$ cat config.mk
export PLATFORM = sky130hd
export DESIGN_NAME = start_stop_seq
export DESIGN_NICKNAME = d
export VERILOG_FILES = /design/src/seq_pkg.sv /design/src/ramp_gen.sv /design/src/start_stop_seq.sv
export VERILOG_INCLUDE_DIRS = /design/src
export SDC_FILE = /design/constraint.sdc
export NUM_CORES = 2
export LEC_CHECK = 0
export BUFFER_PORTS_ARGS = -buffer_cell sky130_fd_sc_hd__buf_2
export CELL_PAD_IN_SITES_DETAIL_PLACEMENT = 0
export CELL_PAD_IN_SITES_GLOBAL_PLACEMENT = 1
export CORE_ASPECT_RATIO = 1.5
export CORE_MARGIN = 4
export CORE_UTILIZATION = 50
export DETAILED_ROUTE_END_ITERATION = 8
export PLACE_DENSITY_LB_ADDON = 0.3
export SYNTH_ARGS = -nofsm -noshare
export SYNTH_HDL_FRONTEND = slang
export SYNTH_SLANG_ARGS = --single-unit
$ cat constraint.sdc
create_clock -name core_clk -period 22.3 [get_ports core_clk]
set_input_delay 0 -clock core_clk [delete_from_list [all_inputs] [get_ports core_clk]]
set_output_delay 0 -clock core_clk [all_outputs]
set_load 0.01 [all_outputs]
$ cat src/seq_map.svh
// Register indices, reset values and timing figures of the start/stop sequencer.
`ifndef SEQ_MAP_SVH
`define SEQ_MAP_SVH

// Register indices; the byte address is four times the index.
`define REG_CTRL        5'd0
`define REG_START_FREQ  5'd1
`define REG_HOLD_TIME   5'd2
`define REG_PRE_CUR     5'd3
`define REG_PRE_TIME    5'd4
`define REG_ACCEL       5'd5
`define REG_DECEL       5'd6
`define REG_S_START     5'd7
`define REG_S_END       5'd8
`define REG_BRK_FREQ    5'd9
`define REG_BRK_WAIT    5'd10
`define REG_BRK_CUR     5'd11
`define REG_BRK_TIME    5'd12
`define REG_DEADTIME    5'd13
`define REG_STOP_SPEED  5'd14
`define REG_STOP_DELAY  5'd15
`define REG_RESTART     5'd16
`define REG_MAX_FREQ    5'd17
`define REG_SETPOINT    5'd18
`define REG_STATUS      5'd19
`define NUM_CFG         19

// Control register fields.
`define CTRL_SRC_LSB    0
`define CTRL_MODE_LSB   2
`define CTRL_SHAPE      4
`define CTRL_STOP       5
`define CTRL_SWITCH_LSB 6
`define CTRL_GUARD      8
`define CTRL_RESTART    9

// Reset values; frequency in 0.01 Hz, current in 0.1 %, times as noted per register.
`define RST_START_FREQ  16'h0032
`define RST_S_SEG       16'h0001
`define RST_STOP_SPEED  16'h0032
`define RST_RESTART     16'h000a
`define RST_MAX_FREQ    16'h1388
`define RST_RAMP_TIME   16'h0064

// Control tick of 10 ms at a 20 ns clock.
`define CLK_PERIOD_NS   20
`define TICK_PERIOD_NS  10000000
`define TICK_CYCLES     (`TICK_PERIOD_NS / `CLK_PERIOD_NS)
`define TICKS_PER_TENTH 10

`endif

$ cat src/seq_pkg.sv
// Types shared by the start/stop sequencer.
package seq_pkg;

   typedef enum logic [1:0] {
      SRC_KEYPAD   = 2'h0,
      SRC_TERMINAL = 2'h1,
      SRC_COMM     = 2'h2
   } cmd_source_t;

   typedef enum logic [1:0] {
      START_DIRECT = 2'h0,
      START_BRAKE  = 2'h1,
      START_TRACK  = 2'h2
   } start_mode_t;

   typedef enum logic [3:0] {
      ST_IDLE       = 4'h0,
      ST_PRE_BRAKE  = 4'h1,
      ST_HOLD       = 4'h3,
      ST_RUN        = 4'h2,
      ST_DECEL      = 4'h6,
      ST_BRAKE_WAIT = 4'h7,
      ST_STOP_BRAKE = 4'h5,
      ST_TRACK      = 4'h4,
      ST_DEADZONE   = 4'hc,
      ST_RESTART    = 4'h8
   } seq_state_t;

endpackage

$ cat src/ramp_gen.sv
// Linear or S-curve frequency ramp toward a target, one 0.01 Hz step at a time; a zero ramp time jumps straight to the target.
`timescale 1ns/1ps
`default_nettype none
module ramp_gen
#(
   parameter int TENTH_CYCLES = 5000000
)
(
   // Clock and reset.
   input  wire logic        core_clk,
   input  wire logic        rst_n,
   // Direct load of the output frequency.
   input  wire logic        load,
   input  wire logic [15:0] load_val,
   // Ramp settings.
   input  wire logic [15:0] target,
   input  wire logic [15:0] max_freq,
   input  wire logic [15:0] accel_time,
   input  wire logic [15:0] decel_time,
   input  wire logic        s_curve,
   input  wire logic [15:0] seg_start,
   input  wire logic [15:0] seg_end,
   // Result.
   output logic      [15:0] freq
);
   import seq_pkg::*;

   typedef struct packed {
      logic [15:0] freq;
      logic [15:0] last_target;
      logic [39:0] acc;
      logic [39:0] seg_cnt;
   } ramp_t;

   ramp_t r_q, r_d;
   logic [15:0] ramp_time;
   logic [15:0] remain;
   logic [39:0] thr;
   logic [39:0] add;
   logic        slow;

   always_comb
   begin
      r_d       = r_q;
      ramp_time = (target > r_q.freq) ? accel_time : decel_time;
      remain    = (target > r_q.freq) ? target - r_q.freq : r_q.freq - target;
      thr       = 40'(ramp_time) * 40'(TENTH_CYCLES);
      // (RULE_07) S-curve soft segments
      slow = s_curve && ((r_q.seg_cnt < 40'(seg_start) * 40'(TENTH_CYCLES)) ||
             (32'(remain) * 32'(ramp_time) <= 32'(max_freq) * 32'(seg_end)));
      // Halving the slope in the segments keeps one accumulator for both shapes.
      add = slow ? 40'(max_freq[15:1]) : 40'(max_freq);
      if (r_q.seg_cnt != 40'hff_ffff_ffff)
         r_d.seg_cnt = r_q.seg_cnt + 40'h1;
      if (target != r_q.last_target)
      begin
         r_d.seg_cnt = 40'h0;
         r_d.acc     = 40'h0;
      end
      r_d.last_target = target;
      // (RULE_07) linear ramp step
      if (load)
      begin
         r_d.freq = load_val;
         r_d.acc  = 40'h0;
      end
      else if (remain == 16'h0)
         r_d.acc = 40'h0;
      else if (ramp_time == 16'h0)
         r_d.freq = target;
      else if (r_q.acc + add >= thr)
      begin
         r_d.acc  = r_q.acc + add - thr;
         r_d.freq = (target > r_q.freq) ? r_q.freq + 16'h1 : r_q.freq - 16'h1;
      end
      else
         r_d.acc = r_q.acc + add;
   end

   always_ff @(posedge core_clk)
   begin
      if (!rst_n)
         r_q <= '0;
      else
         r_q <= r_d;
   end

   assign freq = r_q.freq;

   ramp_toward_a: assert property (@(posedge core_clk) disable iff (!rst_n)
      !$past(load) && $past(r_q.freq) < $past(target) && $past(ramp_time) != 16'h0
      |-> r_q.freq - $past(r_q.freq) <= 16'h1) // RULE_07
      else $error("Ramp stepped by more than one unit.");
endmodule
`default_nettype wire

$ cat src/start_stop_seq.sv
// Start/stop sequencer of a variable-frequency drive with its register port.
//
// Behaviour
// (RULE_01) Run commands come from selected source only.
// (RULE_02) Start mode: direct, brake first, or tracking.
// (RULE_03) Direct start begins at programmable starting frequency.
// (RULE_04) Hold starting frequency before accelerating.
// (RULE_05) Brake-first start injects DC current for time.
// (RULE_06) No tracking start for asynchronous motor in mode 0.
// (RULE_07) Ramp is linear or S-curve with segments.
// (RULE_08) Stop mode: ramp down or coast.
// (RULE_09) Stop braking due below threshold frequency.
// (RULE_10) Wait programmed time before stop braking.
// (RULE_11) Stop braking current for time, then stopped.
// (RULE_12) Direction change inserts dead time at switch point.
// (RULE_13) Distinct power-on, power-loss and fault-reset starts.
// (RULE_14) Operator should use direct start for synchronous motors.
// (RULE_15) Operator should brake or track for high inertia.
// (RULE_16) Terminal run at power-on ignored unless enabled; the reset guard clears in the first cycle, as the source resets to keypad.
// (RULE_17) Power-loss restart waits programmed time first.
// (RULE_18) Start phases strictly ordered; stop always honoured.
//
// Design decisions made here: strobed register access and the placing of the registers.
`timescale 1ns/1ps
`default_nettype none
`include "seq_map.svh"
module start_stop_seq
#(
   parameter int          TICK_CYCLES = `TICK_CYCLES,
   parameter logic [15:0] ACCEL_RESET = `RST_RAMP_TIME,
   parameter logic [15:0] DECEL_RESET = `RST_RAMP_TIME
)
(
   // Clock and reset.
   input  wire logic        core_clk,
   input  wire logic        rst_n,
   // Register port.
   input  wire logic [6:0]  reg_addr,
   input  wire logic [31:0] reg_wdata,
   input  wire logic        reg_wr,
   input  wire logic        reg_rd,
   output logic      [31:0] reg_rdata,
   // Run commands of the three sources; rev selects reverse.
   input  wire logic        keypad_run,
   input  wire logic        keypad_rev,
   input  wire logic        terminal_run,
   input  wire logic        terminal_rev,
   input  wire logic        comm_run,
   input  wire logic        comm_rev,
   // Drive conditions.
   input  wire logic        power_ok,
   input  wire logic        fault_active,
   input  wire logic        fault_auto_reset,
   input  wire logic        asynchronous_motor,
   input  wire logic        sensorless_vector_control,
   input  wire logic [15:0] motor_speed_est,
   // Drive outputs.
   output logic      [15:0] out_freq,
   output logic             out_enable,
   output logic             out_reverse,
   output logic             brake_on,
   output logic      [15:0] brake_current
);
   import seq_pkg::*;

   typedef struct packed {
      seq_state_t                 state;
      logic [31:0]                tick_cnt;
      logic [19:0]                timer;
      logic [`NUM_CFG-1:0][15:0] cfg;
      logic                       guard;
      logic                       pl_pending;
      logic [31:0]                rdata;
      logic                       drive_on;
      logic                       brake;
      logic [15:0]                brake_cur;
      logic                       reverse;
   } seq_t;

   seq_t        s_q, s_d;
   logic        tick;
   logic        sel_run;
   logic        sel_rev;
   logic        run_ok;
   logic        timer_done;
   logic [15:0] freq;
   logic [15:0] target;
   logic [15:0] sw_freq;
   logic        rload;
   logic [15:0] rload_val;
   logic [1:0]  src;
   logic [1:0]  smode;
   logic [1:0]  swmode;
   logic [15:0] start_f;
   logic [15:0] set_f;

   function automatic logic [19:0] tenths(input logic [15:0] v);
      return 20'(32'(v) * `TICKS_PER_TENTH);
   endfunction

   function automatic logic [15:0] cfg_reset(input int idx);
      case (idx)
         `REG_START_FREQ: return `RST_START_FREQ;
         `REG_ACCEL:      return ACCEL_RESET;
         `REG_DECEL:      return DECEL_RESET;
         `REG_S_START:    return `RST_S_SEG;
         `REG_S_END:      return `RST_S_SEG;
         `REG_STOP_SPEED: return `RST_STOP_SPEED;
         `REG_RESTART:    return `RST_RESTART;
         `REG_MAX_FREQ:   return `RST_MAX_FREQ;
         default:         return 16'h0;
      endcase
   endfunction

   assign src        = s_q.cfg[`REG_CTRL][`CTRL_SRC_LSB +: 2];
   assign smode      = s_q.cfg[`REG_CTRL][`CTRL_MODE_LSB +: 2];
   assign swmode     = s_q.cfg[`REG_CTRL][`CTRL_SWITCH_LSB +: 2];
   assign start_f    = s_q.cfg[`REG_START_FREQ];
   assign set_f      = (s_q.cfg[`REG_SETPOINT] > s_q.cfg[`REG_MAX_FREQ]) ?
                       s_q.cfg[`REG_MAX_FREQ] : s_q.cfg[`REG_SETPOINT];
   assign tick       = (s_q.tick_cnt == 32'(TICK_CYCLES - 1));
   assign timer_done = (s_q.timer == 20'h0);

   // (RULE_01) command source select
   always_comb
   begin
      unique case (src)
         SRC_KEYPAD:   begin sel_run = keypad_run;   sel_rev = keypad_rev;   end
         SRC_TERMINAL: begin sel_run = terminal_run; sel_rev = terminal_rev; end
         SRC_COMM:     begin sel_run = comm_run;     sel_rev = comm_rev;     end
         default:      begin sel_run = 1'b0;         sel_rev = 1'b0;         end
      endcase
   end

   assign run_ok = sel_run && !s_q.guard && power_ok && !fault_active;

   // (RULE_12) switch-over frequency
   assign sw_freq = (swmode == 2'h1) ? start_f :
                    (swmode == 2'h2) ? s_q.cfg[`REG_STOP_SPEED] : 16'h0;

   always_comb
   begin
      s_d       = s_q;
      rload     = 1'b0;
      rload_val = 16'h0;
      target    = (s_q.state == ST_DEADZONE && swmode == 2'h1) ? start_f : 16'h0;
      s_d.tick_cnt = tick ? 32'h0 : s_q.tick_cnt + 32'h1;
      if (tick && !timer_done)
         s_d.timer = s_q.timer - 20'h1;
      if (reg_wr && reg_addr[6:2] < 5'(`NUM_CFG))
         s_d.cfg[reg_addr[6:2]] = reg_wdata[15:0];
      s_d.rdata = 32'h0;
      if (reg_rd && reg_addr[6:2] < 5'(`NUM_CFG))
         s_d.rdata = {16'h0, s_q.cfg[reg_addr[6:2]]};
      else if (reg_rd && reg_addr[6:2] == `REG_STATUS)
         s_d.rdata = {freq, 9'h0, s_q.brake, s_q.reverse, s_q.drive_on, 4'(s_q.state)};

      // (RULE_16) power-on terminal guard release
      if (!sel_run || src != SRC_TERMINAL || s_q.cfg[`REG_CTRL][`CTRL_GUARD])
         s_d.guard = 1'b0;
      // (RULE_13) fault auto reset allows restart
      if (fault_auto_reset)
         s_d.guard = 1'b0;

      unique case (s_q.state)
         ST_IDLE:
            if (run_ok)
            begin
               // (RULE_02) start mode select
               unique case (smode)
                  START_BRAKE:
                  begin
                     s_d.state = ST_PRE_BRAKE;
                     s_d.timer = 20'(s_q.cfg[`REG_PRE_TIME]);
                  end
                  // (RULE_06) tracking only where supported
                  START_TRACK:
                     if (asynchronous_motor && sensorless_vector_control)
                        s_d.state = ST_HOLD;
                     else
                        s_d.state = ST_TRACK;
                  default:
                     s_d.state = ST_HOLD;
               endcase
               s_d.reverse = sel_rev;
               if (s_d.state == ST_HOLD)
                  s_d.timer = tenths(s_q.cfg[`REG_HOLD_TIME]);
            end
         ST_PRE_BRAKE:
            if (!run_ok)
               s_d.state = ST_IDLE;
            else if (timer_done)
            begin
               s_d.state = ST_HOLD;
               s_d.timer = tenths(s_q.cfg[`REG_HOLD_TIME]);
            end
         ST_TRACK:
            if (!run_ok)
               s_d.state = ST_IDLE;
            else
               s_d.state = ST_RUN;
         ST_HOLD:
         begin
            target = start_f;
            // (RULE_18) stop honoured during hold
            if (!run_ok)
               s_d.state = s_q.cfg[`REG_CTRL][`CTRL_STOP] ? ST_IDLE : ST_DECEL;
            // (RULE_04) hold then accelerate
            else if (timer_done)
               s_d.state = ST_RUN;
         end
         ST_RUN:
         begin
            target = (sel_rev != s_q.reverse) ? 16'h0 : set_f;
            // (RULE_08) stop mode select
            if (!run_ok)
               s_d.state = s_q.cfg[`REG_CTRL][`CTRL_STOP] ? ST_IDLE : ST_DECEL;
            else if (sel_rev != s_q.reverse && freq <= sw_freq)
            begin
               s_d.state = ST_DEADZONE;
               s_d.timer = tenths(s_q.cfg[`REG_DEADTIME]) +
                           ((swmode == 2'h2) ? tenths(s_q.cfg[`REG_STOP_DELAY]) : 20'h0);
            end
         end
         ST_DECEL:
         begin
            // (RULE_09) braking due at threshold
            if (freq <= s_q.cfg[`REG_BRK_FREQ])
            begin
               s_d.state = ST_BRAKE_WAIT;
               s_d.timer = 20'(s_q.cfg[`REG_BRK_WAIT]);
            end
            else if (run_ok && sel_rev == s_q.reverse)
               s_d.state = ST_RUN;
         end
         // (RULE_10) wait before stop braking
         ST_BRAKE_WAIT:
            if (timer_done)
            begin
               s_d.state = ST_STOP_BRAKE;
               s_d.timer = 20'(s_q.cfg[`REG_BRK_TIME]);
            end
         // (RULE_11) stop braking then stopped
         ST_STOP_BRAKE:
            if (timer_done)
               s_d.state = ST_IDLE;
         ST_DEADZONE:
            if (!run_ok)
               s_d.state = ST_IDLE;
            else if (timer_done)
            begin
               s_d.state   = ST_HOLD;
               s_d.reverse = sel_rev;
               s_d.timer   = tenths(s_q.cfg[`REG_HOLD_TIME]);
            end
         // (RULE_17) wait after power returns
         ST_RESTART:
            if (!sel_run)
               s_d.state = ST_IDLE;
            else if (timer_done)
            begin
               s_d.state = ST_HOLD;
               s_d.timer = tenths(s_q.cfg[`REG_HOLD_TIME]);
            end
         default:
            s_d.state = ST_IDLE;
      endcase

      // (RULE_13) power loss and fault drop the output
      if (!power_ok || fault_active)
      begin
         s_d.state      = ST_IDLE;
         s_d.guard      = 1'b1;
         s_d.pl_pending = !power_ok && s_q.cfg[`REG_CTRL][`CTRL_RESTART];
      end
      else if (s_q.pl_pending)
      begin
         s_d.pl_pending = 1'b0;
         s_d.guard      = 1'b0;
         s_d.state      = ST_RESTART;
         s_d.timer      = tenths(s_q.cfg[`REG_RESTART]);
      end

      // (RULE_03) starting frequency on entering hold
      if (s_d.state != s_q.state)
      begin
         rload = 1'b1;
         unique case (s_d.state)
            ST_HOLD:     rload_val = start_f;
            ST_TRACK:    rload_val = (motor_speed_est > s_q.cfg[`REG_MAX_FREQ]) ?
                                     s_q.cfg[`REG_MAX_FREQ] : motor_speed_est;
            ST_DEADZONE: rload_val = (swmode == 2'h1) ? start_f : 16'h0;
            ST_RUN,
            ST_DECEL:    rload = 1'b0;
            default:     rload_val = 16'h0;
         endcase
      end

      // (RULE_05) braking current outputs
      s_d.brake     = (s_d.state == ST_PRE_BRAKE) || (s_d.state == ST_STOP_BRAKE);
      s_d.brake_cur = (s_d.state == ST_PRE_BRAKE)  ? s_q.cfg[`REG_PRE_CUR] :
                      (s_d.state == ST_STOP_BRAKE) ? s_q.cfg[`REG_BRK_CUR] : 16'h0;
      s_d.drive_on  = (s_d.state == ST_HOLD) || (s_d.state == ST_RUN) ||
                      (s_d.state == ST_DECEL) || (s_d.state == ST_TRACK) ||
                      (s_d.state == ST_DEADZONE && swmode == 2'h1);
   end

   always_ff @(posedge core_clk)
   begin
      if (!rst_n)
      begin
         s_q       <= '0;
         s_q.state <= ST_IDLE;
         s_q.guard <= 1'b1;
         for (int i = 0; i < `NUM_CFG; i++)
            s_q.cfg[i] <= cfg_reset(i);
      end
      else
         s_q <= s_d;
   end

   ramp_gen #(
      .TENTH_CYCLES (TICK_CYCLES * `TICKS_PER_TENTH)
   ) u_ramp (
      .core_clk   (core_clk),
      .rst_n      (rst_n),
      .load       (rload),
      .load_val   (rload_val),
      .target     (target),
      .max_freq   (s_q.cfg[`REG_MAX_FREQ]),
      .accel_time (s_q.cfg[`REG_ACCEL]),
      .decel_time (s_q.cfg[`REG_DECEL]),
      .s_curve    (s_q.cfg[`REG_CTRL][`CTRL_SHAPE]),
      .seg_start  (s_q.cfg[`REG_S_START]),
      .seg_end    (s_q.cfg[`REG_S_END]),
      .freq       (freq)
   );

   assign out_freq      = freq;
   assign out_enable    = s_q.drive_on;
   assign out_reverse   = s_q.reverse;
   assign brake_on      = s_q.brake;
   assign brake_current = s_q.brake_cur;
   assign reg_rdata     = s_q.rdata;

   idle_no_run_a: assert property (@(posedge core_clk) disable iff (!rst_n)
      s_q.state == ST_IDLE && !run_ok && power_ok && !s_q.pl_pending
      |=> s_q.state == ST_IDLE) // RULE_01
      else $error("Left idle without a run command.");
   prestart_brake_a: assert property (@(posedge core_clk) disable iff (!rst_n)
      s_q.state == ST_PRE_BRAKE |-> brake_on && brake_current == s_q.cfg[`REG_PRE_CUR]) // RULE_05
      else $error("Prestart braking current wrong.");
   hold_freq_a: assert property (@(posedge core_clk) disable iff (!rst_n)
      s_q.state == ST_HOLD && $past(s_q.state) != ST_HOLD |-> out_freq == start_f) // RULE_03
      else $error("Hold did not start at the starting frequency.");
   coast_stop_a: assert property (@(posedge core_clk) disable iff (!rst_n)
      s_q.state == ST_RUN && !run_ok && s_q.cfg[`REG_CTRL][`CTRL_STOP]
      |=> s_q.state == ST_IDLE && !out_enable) // RULE_08
      else $error("Coast stop did not remove the output.");
   brake_due_a: assert property (@(posedge core_clk) disable iff (!rst_n)
      s_q.state == ST_DECEL && freq <= s_q.cfg[`REG_BRK_FREQ] && power_ok && !fault_active
      |=> s_q.state == ST_BRAKE_WAIT) // RULE_09
      else $error("Stop braking not due at threshold.");
   brake_wait_a: assert property (@(posedge core_clk) disable iff (!rst_n)
      s_q.state == ST_BRAKE_WAIT |-> !brake_on && !out_enable) // RULE_10
      else $error("Output active while waiting to brake.");
   stop_brake_a: assert property (@(posedge core_clk) disable iff (!rst_n)
      s_q.state == ST_STOP_BRAKE |-> brake_current == s_q.cfg[`REG_BRK_CUR]) // RULE_11
      else $error("Stop braking current wrong.");
   dir_switch_a: assert property (@(posedge core_clk) disable iff (!rst_n)
      $changed(out_reverse) |-> $past(s_q.state) inside {ST_DEADZONE, ST_IDLE}) // RULE_12
      else $error("Direction changed outside the dead time.");
   start_order_a: assert property (@(posedge core_clk) disable iff (!rst_n)
      s_q.state == ST_RUN && $past(s_q.state) != ST_RUN
      |-> $past(s_q.state) inside {ST_HOLD, ST_TRACK, ST_DECEL}) // RULE_18
      else $error("Run entered out of order.");
   track_allowed_a: assert property (@(posedge core_clk) disable iff (!rst_n)
      s_q.state == ST_TRACK && $past(s_q.state) == ST_IDLE
      |-> !$past(asynchronous_motor && sensorless_vector_control)) // RULE_06
      else $error("Tracking start where unsupported.");
endmodule
`default_nettype wire

==> results.md <==
- Synthesized area: 63700 um2
- Worst path max stage delay: 0.79 ns
- Die height: 445 um
- PwrDens: 126 nW/um2
- GR Util All Layers: 34.6%
- Dpl hpwl: 185 mm
- Die Area: 133000 um2
- Sink Count: 525
- H-tree depth: 2
- Achievable frequency: 48.1 MHz
- Ys async rst share: 0%
- Final layout net count: 9180
- Crit path max fanout: 37
- IO Pins: 137
- Filler cells: 12100
- Multi-input gate area: 48000 um2
- Final period util: 93.1%
- Post-synthesis register bit count: 525
- Non-Filler Instances: 9473
- Grt ovf: 0
- Setup Fix Bufs, Post-CTS: 0
- Routability Congestion: 1.01
- Syn nets: 9253
- Syn_area_per_cell: 8.19 um2
- Type of the worst setup path: reg -> reg
- Final setup skew: 0.0719 ns
- Initial antenna violation count: 13
- Core ar.: 127000 um2
- EDFF count, synth: 0
- CP arrival: 21.36 ns
- Ys Warns: 0
- CP max-delay cell: nand2_1
- Worst Setup End Kind: flop
- Drt total wl: 234 mm
- Period minus WS final: 20.77 ns
- Synthesized instance count: 7787
- Slew Limit Fails: 0
- Primary FF master, synth: dfxtp_1
- Tightest Pin Transition: 1.23 ns
- # DRC: 0
- Hold WC Path Type: in -> reg
- TritonCTS clock tree: built
- Ranking of synthesized cells by area: ha_1, fa_1, dfxtp_1
- Number of core rows: 160
- Top cell type's share of synthesized area: 17.0%
- Drt pass-1 iters: 8
- CTS Root Cell: clkbuf_16
- Design Power: 0.00854 W
- Final Instance Area: 67900 um2
- RSZ-0062 raised after global routing: no
- CTS Buffer Depth: 3
- Relative slew slack: 17.3%
- Final hold vios: 0
- Worst endpoint required time: 22.89 ns
- VDD IR-drop max: 0.472 mV
- Number of global-route vias before repair: 57400
- DR vias: 56600
- Yosys cell types: 103
- Placed cell area: 65700 um2
- Nature of the critical path startpoint: flop
- Leakage: 31.8 nW
- Register area: 10500 um2
- Global-route wire length before repair: 349 mm
- Layout cells sized above 1: 6.47%
- # setup viols final: 0
- Sequential area share after synthesis: 16.5%
- Initial core utilization: 50.3%
- Port bufs: 118
- Number of buffers created by CTS: 57
- Leading area contributor after synthesis: ha_1
- Clk slew on worst S/H paths: 0.07 ns
- Most used cell, CP: nand2_1
- Wire per inst: 24.7 um
- DR iter-0 viols: 4416
- DIE WIDTH: 300 um
- Dpl cells: 9328
- Post-DRT Antenna Nets: 0
- Synth-to-Final Area Change: 6.55%
- Max-Cap Viols: 0
- Avg Vias per Cell: 5.97
- Clock latency on the worst-skew pair: 0.71 ns
- Status: finished clean
- Largest net degree at the start of global routing: 157
- Post-Route Setup TNS: 0 ns
## through the flow
step	hold slack, ns	setup WS, ns	utilization, %
after global routing	0.0541	0.125	53.6
after floorplan	0.205	4.26	-
after CTS	0.0114	1.37	53.6
after detailed placement	0.337	1.43	51.8
final	0.0489	1.53	53.6
after global placement	0.333	1.78	51.8
## metal layers
metal,part of all wire (%),up-vias,global-route usage (%)
li1,-,26000,-
met1,35,27500,36.7
met2,48,2201,58.9
met3,5.9,888,4.71
met4,12,6,33.0
met5,0.022,-,0.147
## cells in the mapped netlist, types with 58 or more instances
cell,count
nor2b_1,65
nand2b_1,58
xor2_1,156
buf_4,68
mux4_2,66
fa_1,530
a21o_1,108
dfxtp_1,525
a21oi_1,583
mux2i_1,110
clkbuf_1,283
nor3_1,100
nor2_1,510
nand3_1,138
nand4_1,84
ha_1,866
xnor2_1,183
inv_1,914
and2_1,162
nand2_1,1239
o21ai_0,240
## logic make-up after synthesis
group,count (synthesis),synth area share (%)
adder cells (fa/ha/maj),1396,33.6
XOR/XNOR,340,4.68
AND/OR/NAND/NOR,2595,18.5
multiplexers,204,4.57
flip-flops,525,16.5
buffers and inverters,1328,8.33
AO/OA/AOI/OAI,1399,13.7
## cell type report
| cell class | count | area share (%) |
|---|---|---|
| Clock inverter | 33 | 0.521 |
| Antenna cell | 11 | 0.0405 |
| Inverter | 921 | 5.11 |
| Multi-Input combinational cell | 5934 | 70.7 |
| Timing Repair Buffer | 275 | 2.75 |
| Clock buffer | 73 | 2.29 |
| Tap cell | 1701 | 3.13 |
| Sequential cell | 525 | 15.5 |
## report_power, final
part,leakage (nW),internal (W),switching (W)
combinational,26.6,0.00249,0.00398
clock,0.938,0.000545,0.000457
sequential,4.24,0.000984,0.0000801
## state kept, by name, indices dropped and copies added, names as in the netlist
register / count
start_f: 16
reg_rdata: 32
out_enable: 1
brake_current: 16
u_ramp.freq: 16
s_q: 346
brake_on: 1
out_reverse: 1
u_ramp.r_q: 96
## critical path, delay by kind of cell, from the launching register on
family	cells	cell delay, ns
AO/OA/AOI/OAI	18	5.00
XOR/XNOR	2	1.02
adder cells (fa/ha/maj)	11	5.15
buffers and inverters	5	1.30
flip-flops	1	0.58
multiplexers	5	1.44
AND/OR/NAND/NOR	27	6.10
## repair_timing
item / in CTS / in global routing
endpoints found under the setup margin: 0 / 50
hold buffers: 28 / 0
resized for setup: 0 / 3
hold endpoints to repair: 342 / 0
## path summary, 6_finish.rpt
| check | from | endpoint | slack [ns] | cells after the start |
|---|---|---|---|---|
| worst min register to register | s_q[377] | s_q[377] | 0.45 | 1 |
| worst max-delay path | s_q[54] | u_ramp.r_q[79] | 1.53 | 68 |
| worst max register to register | s_q[54] | u_ramp.r_q[79] | 1.53 | 68 |
| worst min-delay path | reg_addr[3] | s_q[125] | 0.05 | 5 |
## cells in the final DEF, fill, tap and decap left out, types with 47 or more instances in the layout
master	netlist	routed
nor2_1	510	509
nand2b_1	58	58
fa_1	530	530
and2_1	162	162
nor3_1	100	96
a21oi_1	583	583
a21o_1	108	108
clkbuf_16	0	57
nand3_1	138	138
inv_1	914	914
buf_2	33	116
nor4_1	47	47
o21ai_0	240	239
nand2_1	1239	1239
dfxtp_1	525	524
buf_4	68	129
xnor2_1	183	182
nor2b_1	65	63
mux4_2	66	66
ha_1	866	866
nand4_1	84	84
xor2_1	156	156
mux2i_1	110	109
(Power assumes the default switching activity.)
